### src/shared/dsrx_params.svh
`ifndef DSRX_PARAMS_SVH
`define DSRX_PARAMS_SVH

// Channel geometry
`define DSRX_NUM_CH 24
`define DSRX_TS_W 5
`define DSRX_LAST_TS 5'h17
`define DSRX_SIG_W 4

// Host register map, byte addresses on an 8-bit port
`define DSRX_ADDR_W 8
`define DSRX_DATA_W 8
`define DSRX_BANK_MASK 8'he0
`define DSRX_OFS_CHAN_CTRL 8'h00
`define DSRX_OFS_SIG_CTRL 8'h20
`define DSRX_OFS_SIG_STORE 8'h40
`define DSRX_OFS_FRAMER_IRQ_ENABLE 8'h60
`define DSRX_OFS_BLOCK_IRQ_ENABLE 8'h61
`define DSRX_OFS_FRAMER_IRQ_STATUS 8'h62
`define DSRX_OFS_CFG 8'h63

// Field positions
`define DSRX_ZCS_HI 5
`define DSRX_ZCS_LO 4
`define DSRX_EXT_HI 1
`define DSRX_EXT_LO 0
`define DSRX_FRAMER_IRQ_ENABLE_SIG_BIT 5
`define DSRX_BLOCK_IRQ_ENABLE_FRM_BIT 1
`define DSRX_FRAMER_IRQ_STATUS_SIG_BIT 5
`define DSRX_CFG_RUR_BIT 0
`define DSRX_CFG_ESF_BIT 1
`define DSRX_SIG_A_BIT 3
`define DSRX_SIG_B_BIT 2
`define DSRX_SIG_C_BIT 1
`define DSRX_SIG_D_BIT 0

// Writable bits of the global registers
`define DSRX_FRAMER_IRQ_ENABLE_MASK 8'h20
`define DSRX_BLOCK_IRQ_ENABLE_MASK 8'h02
`define DSRX_CFG_MASK 8'h03

// Signaling frames within the multiframe, numbered from one
`define DSRX_FRM_A 5'h06
`define DSRX_FRM_B 5'h0c
`define DSRX_FRM_C 5'h12
`define DSRX_FRM_D 5'h18
`define DSRX_SF_LAST 5'h0c
`define DSRX_ESF_LAST 5'h18

// Suppression substitute patterns
`define DSRX_PAT_B7 8'h02
`define DSRX_PAT_B8 8'h01
`define DSRX_PAT_DDS 8'h98
`define DSRX_ZERO 8'h00

// Reset values
`define DSRX_RST_BYTE 8'h00
`define DSRX_RST_SIG 4'h0

`endif

### src/shared/dsrx_pkg.sv
`include "dsrx_params.svh"

package dsrx_pkg;

  // Zero code suppression scheme of one channel
  typedef enum logic [1:0] {
    DSRX_ZCS_NONE = 2'h0,
    DSRX_ZCS_B7 = 2'h1,
    DSRX_ZCS_ALT = 2'h2,
    DSRX_ZCS_DDS = 2'h3
  } dsrx_zcs_t;

  // Signaling extraction mode of one channel
  typedef enum logic [1:0] {
    DSRX_EXT_NONE = 2'h0,
    DSRX_EXT_16 = 2'h1,
    DSRX_EXT_4 = 2'h2,
    DSRX_EXT_2 = 2'h3
  } dsrx_ext_t;

  // One received channel octet with its place in the multiframe
  typedef struct packed {
    logic [7:0] octet;
    logic [`DSRX_TS_W-1:0] ts;
    logic [4:0] frame;
  } dsrx_pcm_t;

  // Host register port request
  typedef struct packed {
    logic [`DSRX_ADDR_W-1:0] addr;
    logic [`DSRX_DATA_W-1:0] wdata;
    logic wr;
    logic rd;
  } dsrx_host_req_t;

  // Masked update of one signaling store entry
  typedef struct packed {
    logic [`DSRX_SIG_W-1:0] mask;
    logic [`DSRX_SIG_W-1:0] data;
  } dsrx_sig_wr_t;

endpackage : dsrx_pkg

### src/dsrx_sig_mem.sv
`timescale 1ns/1ns
`include "dsrx_params.svh"

module dsrx_sig_mem #(
  parameter int W = `DSRX_SIG_W,
  parameter int D = `DSRX_NUM_CH,
  parameter int AW = `DSRX_TS_W
) (
  // Clock, reset, enable
  input wire logic core_clk,
  input wire logic sys_rst,
  input wire logic clk_en,
  // Write port
  input wire logic we,
  input wire logic [AW-1:0] waddr,
  input wire logic [W-1:0] wdata,
  // Registered read ports
  input wire logic [AW-1:0] a_raddr,
  output logic [W-1:0] a_rdata,
  input wire logic [AW-1:0] b_raddr,
  output logic [W-1:0] b_rdata
);

  logic [W-1:0] mem_r [0:D-1];

  // Storage; cleared on reset so the first comparison has a known base
  always_ff @(posedge core_clk) begin
    if (sys_rst) begin
      for (int i = 0; i < D; i++) begin
        mem_r[i] <= '0;
      end
    end else if (clk_en && we && (int'(waddr) < D)) begin
      mem_r[waddr] <= wdata;
    end
  end

  // Read registers; out-of-range addresses read zero
  always_ff @(posedge core_clk) begin
    if (sys_rst) begin
      a_rdata <= '0;
      b_rdata <= '0;
    end else if (clk_en) begin
      a_rdata <= (int'(a_raddr) < D) ? mem_r[a_raddr] : '0;
      b_rdata <= (int'(b_raddr) < D) ? mem_r[b_raddr] : '0;
    end
  end

endmodule : dsrx_sig_mem

### src/dsrx_top.sv
// Contract
// - Bit-7 scheme: stuffed second LSB decoded
// - Alternate scheme: LSB or bit 7 stuffed
// - Data scheme: substitute 0x98 recognised
// - Suppression select bits 5-4 choose scheme
// - Extract signaling in ESF, SF, loop carrier; only SF and ESF are handled here
// - Extraction bits 1-0 choose signaling code
// - Superframe offers transparent, two, four, sixteen code
// - SF two-code: frames 6,12 into A
// - SF four-code: frame 6 A, 12 B
// - SF sixteen-code fills only A and B
// - ESF two-code: frames 6,12,18,24 into A
// - ESF four-code: 6,18 A; 12,24 B
// - ESF sixteen-code: 6,12,18,24 into A-D
// - Changes compared, flagged at multiframe end
// - Interrupt needs both enables set
// - Store holds A bit3 down to D bit0
// - Status bit 5 set on enabled change
// - Status clears on read or host write
//
// The register addresses and the strobed register port are this design's own decisions.
`timescale 1ns/1ns
`include "dsrx_params.svh"

module dsrx_top
  import dsrx_pkg::*;
(
  // Clock, reset, enable
  input wire logic core_clk,
  input wire logic sys_rst,
  input wire logic clk_en,
  // Received framed PCM, one channel octet per valid cycle
  input wire logic pcm_valid,
  input wire dsrx_pcm_t pcm_in,
  // Payload toward terminal equipment
  output logic pay_valid_r,
  output dsrx_pcm_t pay_r,
  // Signaling update interrupt request
  output logic signaling_update_event_r,
  // Host register port
  input wire dsrx_host_req_t host_req,
  output logic [`DSRX_DATA_W-1:0] host_rdata
);

  // Host visible registers
  logic [`DSRX_DATA_W-1:0] rx_channel_control_r [0:`DSRX_NUM_CH-1];
  logic [`DSRX_DATA_W-1:0] rx_signaling_control_r [0:`DSRX_NUM_CH-1];
  logic [`DSRX_DATA_W-1:0] framer_irq_enable_r;
  logic [`DSRX_DATA_W-1:0] block_irq_enable_r;
  logic [`DSRX_DATA_W-1:0] irq_cfg_r;
  logic sig_status_r;
  logic [`DSRX_DATA_W-1:0] rdata_r;
  logic rd_store_r;

  // Extraction pipeline stage
  logic s1_valid_r;
  dsrx_pcm_t s1_r;
  dsrx_ext_t s1_mode_r;
  logic chg_pend_r;

  // Combinational helpers
  logic esf;
  logic rur;
  logic irq_en;
  logic ts_ok;
  dsrx_zcs_t cur_zcs;
  logic [`DSRX_SIG_W-1:0] st_old;
  logic [`DSRX_SIG_W-1:0] st_host_q;
  dsrx_sig_wr_t s1_wr;
  logic [`DSRX_SIG_W-1:0] s1_new;
  logic s1_we;
  logic s1_changed;
  logic mf_end;
  logic st_we;
  logic [`DSRX_TS_W-1:0] st_waddr;
  logic [`DSRX_SIG_W-1:0] st_wdata;
  logic host_st_wr;
  logic status_set;
  logic status_clr;

  // Channel bank hit: bank base matches and index is a real timeslot
  function automatic logic chan_hit(input logic [`DSRX_ADDR_W-1:0] addr,
                                    input logic [`DSRX_ADDR_W-1:0] base);
    chan_hit = ((addr & `DSRX_BANK_MASK) == base) &&
               (addr[`DSRX_TS_W-1:0] <= `DSRX_LAST_TS);
  endfunction : chan_hit

  // Frames whose channel LSB carries a robbed signaling bit
  function automatic logic sig_frame(input logic [4:0] frame, input logic is_esf);
    sig_frame = (frame == `DSRX_FRM_A) || (frame == `DSRX_FRM_B) ||
                (is_esf && ((frame == `DSRX_FRM_C) || (frame == `DSRX_FRM_D)));
  endfunction : sig_frame

  // Undo the far end's suppression; anything but the exact substitute passes
  function automatic logic [7:0] zcs_restore(input dsrx_zcs_t sel, input logic [7:0] octet,
                                             input logic sig_frm);
    zcs_restore = octet;
    unique case (sel)
      DSRX_ZCS_NONE: zcs_restore = octet;
      DSRX_ZCS_B7: begin
        if (octet == `DSRX_PAT_B7) zcs_restore = `DSRX_ZERO;
      end
      DSRX_ZCS_ALT: begin
        // Signaling frames stuff bit 7 so the zero signaling bit survives
        if (sig_frm && (octet == `DSRX_PAT_B7)) zcs_restore = `DSRX_ZERO;
        if (!sig_frm && (octet == `DSRX_PAT_B8)) zcs_restore = `DSRX_ZERO;
      end
      DSRX_ZCS_DDS: begin
        if (octet == `DSRX_PAT_DDS) zcs_restore = `DSRX_ZERO;
      end
    endcase
  endfunction : zcs_restore

  // Which store positions a frame writes under a given extraction mode
  function automatic logic [`DSRX_SIG_W-1:0] sig_mask(input dsrx_ext_t mode,
                                                      input logic [4:0] frame,
                                                      input logic is_esf);
    logic fa;
    logic fb;
    logic fc;
    logic fd;
    fa = (frame == `DSRX_FRM_A);
    fb = (frame == `DSRX_FRM_B);
    fc = is_esf && (frame == `DSRX_FRM_C);
    fd = is_esf && (frame == `DSRX_FRM_D);
    sig_mask = '0;
    unique case (mode)
      DSRX_EXT_NONE: sig_mask = '0;
      DSRX_EXT_16: begin
        // Superframe has no frames 18 and 24, so C and D stay untouched
        sig_mask[`DSRX_SIG_A_BIT] = fa;
        sig_mask[`DSRX_SIG_B_BIT] = fb;
        sig_mask[`DSRX_SIG_C_BIT] = fc;
        sig_mask[`DSRX_SIG_D_BIT] = fd;
      end
      DSRX_EXT_4: begin
        sig_mask[`DSRX_SIG_A_BIT] = fa || fc;
        sig_mask[`DSRX_SIG_B_BIT] = fb || fd;
      end
      DSRX_EXT_2: begin
        sig_mask[`DSRX_SIG_A_BIT] = fa || fb || fc || fd;
      end
    endcase
  endfunction : sig_mask

  // Global configuration decode
  assign esf = irq_cfg_r[`DSRX_CFG_ESF_BIT];
  assign rur = irq_cfg_r[`DSRX_CFG_RUR_BIT];
  assign irq_en = framer_irq_enable_r[`DSRX_FRAMER_IRQ_ENABLE_SIG_BIT] &&
                  block_irq_enable_r[`DSRX_BLOCK_IRQ_ENABLE_FRM_BIT];
  assign ts_ok = (pcm_in.ts <= `DSRX_LAST_TS);
  assign cur_zcs = ts_ok ?
      dsrx_zcs_t'(rx_channel_control_r[pcm_in.ts][`DSRX_ZCS_HI:`DSRX_ZCS_LO]) :
      DSRX_ZCS_NONE;

  // Payload path: one register, suppression undone on the way
  always_ff @(posedge core_clk) begin
    if (sys_rst) begin
      pay_valid_r <= 1'b0;
      pay_r <= '0;
    end else if (clk_en) begin
      pay_valid_r <= pcm_valid;
      if (pcm_valid) begin
        pay_r.octet <= zcs_restore(cur_zcs, pcm_in.octet, sig_frame(pcm_in.frame, esf));
        pay_r.ts <= pcm_in.ts;
        pay_r.frame <= pcm_in.frame;
      end
    end
  end

  // Extraction stage; old store value arrives from the memory in step with it
  always_ff @(posedge core_clk) begin
    if (sys_rst) begin
      s1_valid_r <= 1'b0;
      s1_r <= '0;
      s1_mode_r <= DSRX_EXT_NONE;
    end else if (clk_en) begin
      s1_valid_r <= pcm_valid && ts_ok;
      s1_r <= pcm_in;
      s1_mode_r <= ts_ok ?
          dsrx_ext_t'(rx_signaling_control_r[pcm_in.ts][`DSRX_EXT_HI:`DSRX_EXT_LO]) :
          DSRX_EXT_NONE;
    end
  end

  // Masked merge keeps the positions the mode does not write
  assign s1_wr.mask = sig_mask(s1_mode_r, s1_r.frame, esf);
  assign s1_wr.data = {`DSRX_SIG_W{s1_r.octet[0]}};
  assign s1_new = (st_old & ~s1_wr.mask) | (s1_wr.data & s1_wr.mask);
  assign s1_we = s1_valid_r && (s1_wr.mask != '0);
  assign s1_changed = s1_we && (s1_new != st_old);
  assign mf_end = s1_valid_r && (s1_r.ts == `DSRX_LAST_TS) &&
                  (s1_r.frame == (esf ? `DSRX_ESF_LAST : `DSRX_SF_LAST));

  // Stream writes win the single write port; a colliding host write is dropped
  assign host_st_wr = host_req.wr && chan_hit(host_req.addr, `DSRX_OFS_SIG_STORE);
  assign st_we = s1_we || host_st_wr;
  assign st_waddr = s1_we ? s1_r.ts : host_req.addr[`DSRX_TS_W-1:0];
  assign st_wdata = s1_we ? s1_new : host_req.wdata[`DSRX_SIG_W-1:0];

  dsrx_sig_mem #(
    .W(`DSRX_SIG_W),
    .D(`DSRX_NUM_CH),
    .AW(`DSRX_TS_W)
  ) u_store (
    .core_clk(core_clk),
    .sys_rst(sys_rst),
    .clk_en(clk_en),
    .we(st_we),
    .waddr(st_waddr),
    .wdata(st_wdata),
    .a_raddr(pcm_in.ts),
    .a_rdata(st_old),
    .b_raddr(host_req.addr[`DSRX_TS_W-1:0]),
    .b_rdata(st_host_q)
  );

  // Change seen during the multiframe; a change in the closing cycle still counts
  always_ff @(posedge core_clk) begin
    if (sys_rst) begin
      chg_pend_r <= 1'b0;
    end else if (clk_en) begin
      if (mf_end) begin
        chg_pend_r <= 1'b0;
      end else if (s1_changed) begin
        chg_pend_r <= 1'b1;
      end
    end
  end

  // Status flag: set wins over either clear
  assign status_set = mf_end && (chg_pend_r || s1_changed) && irq_en;
  assign status_clr = (host_req.rd && rur && (host_req.addr == `DSRX_OFS_FRAMER_IRQ_STATUS)) ||
                      (host_req.wr && !rur && (host_req.addr == `DSRX_OFS_FRAMER_IRQ_STATUS) &&
                       host_req.wdata[`DSRX_FRAMER_IRQ_STATUS_SIG_BIT]);

  always_ff @(posedge core_clk) begin
    if (sys_rst) begin
      sig_status_r <= 1'b0;
    end else if (clk_en) begin
      if (status_set) begin
        sig_status_r <= 1'b1;
      end else if (status_clr) begin
        sig_status_r <= 1'b0;
      end
    end
  end

  // Interrupt request follows the flag, gated by both enables
  always_ff @(posedge core_clk) begin
    if (sys_rst) begin
      signaling_update_event_r <= 1'b0;
    end else if (clk_en) begin
      signaling_update_event_r <= sig_status_r && irq_en;
    end
  end

  // Per-channel control writes
  always_ff @(posedge core_clk) begin
    if (sys_rst) begin
      for (int i = 0; i < `DSRX_NUM_CH; i++) begin
        rx_channel_control_r[i] <= `DSRX_RST_BYTE;
        rx_signaling_control_r[i] <= `DSRX_RST_BYTE;
      end
    end else if (clk_en && host_req.wr) begin
      if (chan_hit(host_req.addr, `DSRX_OFS_CHAN_CTRL)) begin
        rx_channel_control_r[host_req.addr[`DSRX_TS_W-1:0]] <= host_req.wdata;
      end
      if (chan_hit(host_req.addr, `DSRX_OFS_SIG_CTRL)) begin
        rx_signaling_control_r[host_req.addr[`DSRX_TS_W-1:0]] <= host_req.wdata;
      end
    end
  end

  // Global register writes; reserved bits never store
  always_ff @(posedge core_clk) begin
    if (sys_rst) begin
      framer_irq_enable_r <= `DSRX_RST_BYTE;
      block_irq_enable_r <= `DSRX_RST_BYTE;
      irq_cfg_r <= `DSRX_RST_BYTE;
    end else if (clk_en && host_req.wr) begin
      if (host_req.addr == `DSRX_OFS_FRAMER_IRQ_ENABLE) begin
        framer_irq_enable_r <= host_req.wdata & `DSRX_FRAMER_IRQ_ENABLE_MASK;
      end
      if (host_req.addr == `DSRX_OFS_BLOCK_IRQ_ENABLE) begin
        block_irq_enable_r <= host_req.wdata & `DSRX_BLOCK_IRQ_ENABLE_MASK;
      end
      if (host_req.addr == `DSRX_OFS_CFG) begin
        irq_cfg_r <= host_req.wdata & `DSRX_CFG_MASK;
      end
    end
  end

  // Read data one cycle after the strobe; unmapped addresses read zero
  always_ff @(posedge core_clk) begin
    if (sys_rst) begin
      rdata_r <= `DSRX_RST_BYTE;
      rd_store_r <= 1'b0;
    end else if (clk_en) begin
      rdata_r <= `DSRX_RST_BYTE;
      rd_store_r <= host_req.rd && chan_hit(host_req.addr, `DSRX_OFS_SIG_STORE);
      if (host_req.rd) begin
        if (chan_hit(host_req.addr, `DSRX_OFS_CHAN_CTRL)) begin
          rdata_r <= rx_channel_control_r[host_req.addr[`DSRX_TS_W-1:0]];
        end else if (chan_hit(host_req.addr, `DSRX_OFS_SIG_CTRL)) begin
          rdata_r <= rx_signaling_control_r[host_req.addr[`DSRX_TS_W-1:0]];
        end else if (host_req.addr == `DSRX_OFS_FRAMER_IRQ_ENABLE) begin
          rdata_r <= framer_irq_enable_r;
        end else if (host_req.addr == `DSRX_OFS_BLOCK_IRQ_ENABLE) begin
          rdata_r <= block_irq_enable_r;
        end else if (host_req.addr == `DSRX_OFS_FRAMER_IRQ_STATUS) begin
          rdata_r[`DSRX_FRAMER_IRQ_STATUS_SIG_BIT] <= sig_status_r;
        end else if (host_req.addr == `DSRX_OFS_CFG) begin
          rdata_r <= irq_cfg_r;
        end
      end
    end
  end

  // Store reads come from the memory's own read register
  assign host_rdata = rd_store_r ? {{(`DSRX_DATA_W-`DSRX_SIG_W){1'b0}}, st_host_q} : rdata_r;
endmodule : dsrx_top

### config.mk
export PLATFORM = sky130hd
export DESIGN_NAME = dsrx_top
export DESIGN_NICKNAME = d
export VERILOG_FILES = /design/src/shared/dsrx_pkg.sv /design/src/dsrx_sig_mem.sv /design/src/dsrx_top.sv
export VERILOG_INCLUDE_DIRS = /design/src /design/src/shared
export SDC_FILE = /design/constraint.sdc
export NUM_CORES = 1
export LEC_CHECK = 0
export BUFFER_PORTS_ARGS = -buffer_cell sky130_fd_sc_hd__buf_2
export CAP_MARGIN = 20
export CELL_PAD_IN_SITES_DETAIL_PLACEMENT = 0
export CELL_PAD_IN_SITES_GLOBAL_PLACEMENT = 2
export CORE_AREA = 5 5 250 252
export CTS_BUF_LIST = sky130_fd_sc_hd__clkbuf_4 sky130_fd_sc_hd__clkbuf_8
export CTS_CLUSTER_SIZE = 10
export DETAILED_ROUTE_END_ITERATION = 12
export DIE_AREA = 0 0 255 257
export MAX_ROUTING_LAYER = met4
export PLACE_DENSITY_LB_ADDON = 0.25
export SYNTH_ARGS = -nofsm -noshare
export SYNTH_HDL_FRONTEND = slang
export SYNTH_SLANG_ARGS = --single-unit
export TNS_END_PERCENT = 100
### constraint.sdc
create_clock -name core_clk -period 7.3 [get_ports core_clk]
set_input_delay 1.825 -clock core_clk [delete_from_list [all_inputs] [get_ports core_clk]]
set_output_delay 1.825 -clock core_clk [all_outputs]
set_load 0.005 [all_outputs]
After elaboration in Yosys (flattened, before gate mapping)
Memory sizes are Yosys's and may differ from the RTL's.
Index checks and enable logic that the tools add are counted.
{"block": "op_classes", "mux": 51, "order_cmp": 5, "n_bitwise": 4, "eq_ne": 26, "reduce_logical": 55}
{"operator": "two-way mux 8 bit", "n": 12}
{"operator": "== test 8 x 7 -> 1 bit, second input constant", "n": 4}
{"operator": "one-hot mux 8 bit (4 select lines)", "n": 1}
{"operator": "two-way mux 5 bit", "n": 6}
{"operator": "logical AND 1 bit", "n": 27}
{"operator": "== test 5 bit, second input constant", "n": 5}
{"operator": "two-way mux 1 bit", "n": 21}
{"operator": "two-way mux 4 bit", "n": 4}
{"operator": "OR reduction 8 bit", "n": 2}
{"operator": "< comparator 5 bit, second input constant", "n": 3}
{"operator": "AND reduction 2 bit", "n": 6}
{"operator": "logical OR 1 bit", "n": 11}
{"operator": "== test 5 x 3 -> 1 bit, second input constant", "n": 2}
{"operator": "== test 5 x 4 -> 1 bit, second input constant", "n": 2}
{"operator": "<= comparator 5 bit, second input constant", "n": 2}
{"operator": "two-way mux 2 bit", "n": 5}
{"operator": "bitwise AND 4 bit", "n": 2}
{"operator": "== test 2 bit, second input constant", "n": 4}
{"operator": "== test 8 x 1 -> 1 bit, second input constant", "n": 1}
{"operator": "== test 8 x 2 -> 1 bit, second input constant", "n": 1}
{"operator": "== test 8 bit, second input constant", "n": 1}
{"operator": "zero test 8 bit", "n": 1}
{"operator": "== test 5 bit", "n": 1}
{"operator": "== test 2 x 1 -> 1 bit, second input constant", "n": 2}
{"operator": "other kinds (12)", "n": 15}
{"block": "word_totals", "regBits": 57, "mem_count": 3, "ramBits": 480, "inputBits": 40, "elab_cells": 163, "output_inout_bits": 28}
{"name": "rx_channel_control_r", "words": 24, "width": 8, "rd": 2, "rd_clocked_by_memory_dff": 0, "wr": 24, "line_no": "dsrx_top.sv:46", "source": "logic [`DSRX_DATA_W-1:0] rx_channel_control_r [0:`DSRX_NUM_CH-1];"}
{"name": "rx_signaling_control_r", "words": 24, "width": 8, "rd": 2, "rd_clocked_by_memory_dff": 0, "wr": 24, "line_no": "dsrx_top.sv:47", "source": "logic [`DSRX_DATA_W-1:0] rx_signaling_control_r [0:`DSRX_NUM_CH-1];"}
{"name": "u_store.mem_r", "words": 24, "width": 4, "rd": 2, "rd_clocked_by_memory_dff": 0, "wr": 24, "line_no": "dsrx_sig_mem.sv:24", "source": "logic [W-1:0] mem_r [0:D-1];"}

Depth between registers and ports, before layout
{"block": "logic_depth", "ltp_word": 15, "depth_mapped": 11, "ltp_nobuf": 8}

Cells and area by module
Synthesis repeated with hierarchy kept, for this count alone.
{"block": "hier_totals", "cells_unflattened": 2134, "hier_area_um2": 30469.2}
{"mod": "dsrx_top", "seq_area_each_um2": 15274.6, "n_inst": 1, "cells_each": 1695, "area_each_um2": 24694.9}
{"mod": "dsrx_sig_mem", "seq_area_each_um2": 3042.9, "n_inst": 1, "cells_each": 439, "area_each_um2": 5774.3}

Worst setup path before layout
No wires, ideal clock.
{"block": "synth_timing", "path_kind": "in2reg", "start": "in host_req[10] in the netlist's numbering", "end": "mem rx_channel_control_r[13][0] in the netlist's numbering, enable pin", "setup_ps": 309, "stages": 9, "required_ps": 6991, "path_slack_ps": 3354, "n_path_buf": 5, "t_arrival_ps": 3637, "cell_sequence": "buf_4 buf_4 buf_4 buf_4 buf_2 nor2b_1 nand2_1 nor2_1 or2_2"}
{"element": "start: declaration", "line_no": "dsrx_top.sv:41", "source": "input wire dsrx_host_req_t host_req,"}
{"element": "end: declaration", "line_no": "dsrx_top.sv:46"}

==> flow_summary.toml <==
[place]
dp_cells = 2818
numPortBuffers = 67
hpwl_um = 54600
routabilityCongestion = 0.880
dpl_cell_area_um2 = 30800

[synthesis]
postSynthCellCount = 2038
synth.ff_latch_count = 601
ys_seq_area_frac = 0.591
synth_cell_type_count = 72
yosysWarnings = 0
synth_edf_count = 544
synth_area_um2 = 29600
synth_common_cells = "544 x edfxtp_1, 354 x and2_1, 189 x mux4_2, 110 x nor2_1, 97 x clkbuf_1"
syn_avg_cell_area_um2 = 14.5
synth_area_leaders = "edfxtp_1 55%, mux4_2 14%, and2_1 7.5%"
synth-main-ff-cell = "edfxtp_1"
async_flop_share = 0
synth.most_common_cell = "edfxtp_1"
synth_top_area_frac = 0.553
yosysTopAreaCell = "edfxtp_1"

[detailed_routing]
ant_nets = 0
wl_um = 82900
vias = 18200
via_per_inst = 6.06
dr.first_iter.drc_count = 1691
wl_per_cell_um = 27.7
drc = 0
dr.pass1.iters = 5

[global_routing]
grt_pass1_vias = 18200
antenna_found_initial = 2
grt_pass1_wl_um = 122000
grt_usage = 0.259
overflow = 0
grt_max_degree = 80

[floorplan]
num_rows = 90
die_h_um = 257
die_w_um = 255
ioPinCount = 68
dieArea_um2 = 65500
initial_core_util = 0.494
core_um2 = 59900

[power_and_ir_drop]
power_mw = 7.59
cellLeakagePower_nw = 11.2
pwr_density_cell_nw_per_um2 = 232
ir_drop_mv = 0.161

[cts]
htreeDepth = 3
holdBufCountCts = 0
tritoncts = "yes"
clock_latency_ps = 720
clkTransAtPathRegs_ps = 60
post_cts_buffers = 0
cts_buffers = 100
cts_resized = 0
ctsRootBufferMaster = "clkbuf_8"
cts.sinks = 601
clk_path_buf_depth = 3

[timing]
fin_crit_ps = 4290
setup_viol = 0
fin_worst_skew_ps = 44.0
report.final.hold_viol_count = 0
rsz0062_at_grt = "false"
fin_crit_sh = 0.588
worstMarginPinSlew_ps = 1100
max_freq_mhz = 233
slew_violations = 0
final.setup.tns_ps = 0
relSlewSlack = 0.263

[layout]
drive_gt1_frac = 0.282
fin_area_um2 = 32700
area_growth_pct = 10.6
stdcell_count = 2999
nets = 2182
final.fill_count = 4979
fin_util = 0.546

[critical_path]
start_kind = "input port"
arrival_ps = 4660
critPathCaptureType = "flop"
cp_max_fo = 25
crit_type = "in2reg"
critPathRequiredTime_ps = 7660

[run]
maxCapViolations = 0

[hold_path]
hp-class = "reg2reg"

[outcome]
outcome = "finished, final reports clean"
-- layout make-up --
type | count | area (um2) | share of cell area
clock buffer | 139 | 1700 | 0.0520
tap | 782 | 978 | 0.0299
sequential | 601 | 17500 | 0.534
inverter | 13 | 48.8 | 0.00149
multi-input combinational | 1311 | 11500 | 0.352
clock inverter | 39 | 206 | 0.00631
antenna | 3 | 7.51 | 0.000230
timing repair buffer | 111 | 772 | 0.0236
-- through the flow --
| step | hold slack (ps) | setup slack, ps |
|---|---|---|
| CTS | 454 | 3130 |
| floorplan | 421 | 3350 |
| global placement | 436 | 2350 |
| finish | 451 | 3010 |
| detailed placement | 442 | 2390 |
| global route | 463 | 2910 |
-- worst paths after layout --
path / cells past startpoint / from / end / slack, ps
hold reg to reg: 2 / pay_r[1] / pay_r[1] / 450
setup reg to reg: 7 / irq_cfg_r[1] / u_store.mem_r[14][2] / 3450
setup / recovery: 8 / host_req[14] / rx_channel_control_r[4][1] / 3010
hold / removal: 2 / pay_r[1] / pay_r[1] / 450
-- power breakdown --
group / switching, mW / total, mW / internal [mW]
logic: 0.433 / 0.711 / 0.277
clock network: 1.37 / 2.87 / 1.50
registers: 0.0810 / 4.01 / 3.93
total: 1.88 / 7.59 / 5.71
-- cells by family after synthesis --
family,count (synthesis),share of synthesized area
flops,601,0.591
mux,256,0.169
fa+ha+maj,4,0.00169
buf+inv,189,0.0297
xor+xnor,1,0.000296
compound gates,184,0.0440
simple gates,802,0.164
other cells,1,0.000127
-- registers in the layout, summed over array words and instances (netlist names) --
name and count:
sig_status_r 1, u_store.b_rdata 4, irq_cfg_r 2, s1_valid_r 1
rd_store_r 1, u_store.mem_r 96, block_irq_enable_r 1, u_store.a_rdata 4
s1_r 11, rdata_r 8, framer_irq_enable_r 1, rx_channel_control_r 224
pay_valid_r 1, chg_pend_r 1, s1_mode_r 2, rx_signaling_control_r 224
pay_r 18, signaling_update_event_r 1
-- per-layer routing --
layer / vias up / track usage / wire (um)
met4: 0 / 0.0666 / 1680
met3: 105 / 0.0396 / 5520
met5: - / - / 0
met2: 675 / 0.404 / 40300
li1: 7897 / - / -
met1: 9495 / 0.361 / 35400
-- cells in the final DEF (no fill, tap or decap), types with 6 or more instances in the layout --
cell type / count
a211oi_1: 11
a21oi_1: 31
a22oi_1: 13
a31oi_1: 6
a32o_1: 6
and2_1: 354
and3_1: 34
buf_2: 63
buf_4: 41
clkbuf_4: 34
clkbuf_8: 105
clkinv_1: 22
clkinv_2: 11
conb_1: 64
dfxtp_1: 57
edfxtp_1: 544
inv_1: 12
mux2_2: 22
mux2i_1: 33
mux2i_4: 7
mux4_2: 189
nand2_1: 75
nand2b_1: 8
nand3_1: 18
nand3b_1: 6
nor2_1: 110
nor2b_1: 12
nor3_1: 27
nor3_2: 77
o21ai_0: 17
o21ai_1: 9
o21bai_1: 25
o221ai_1: 8
o22ai_1: 23
or2_2: 46
-- worst max-delay path, stage by stage --
cell and delay (ps):
buf_2 320, a211oi_1 550, nand2b_1 250, nor2_1 150, buf_4 240, nand2_1 300, nor2_1 540, or2_1 440
(Power assumes the default switching activity.)
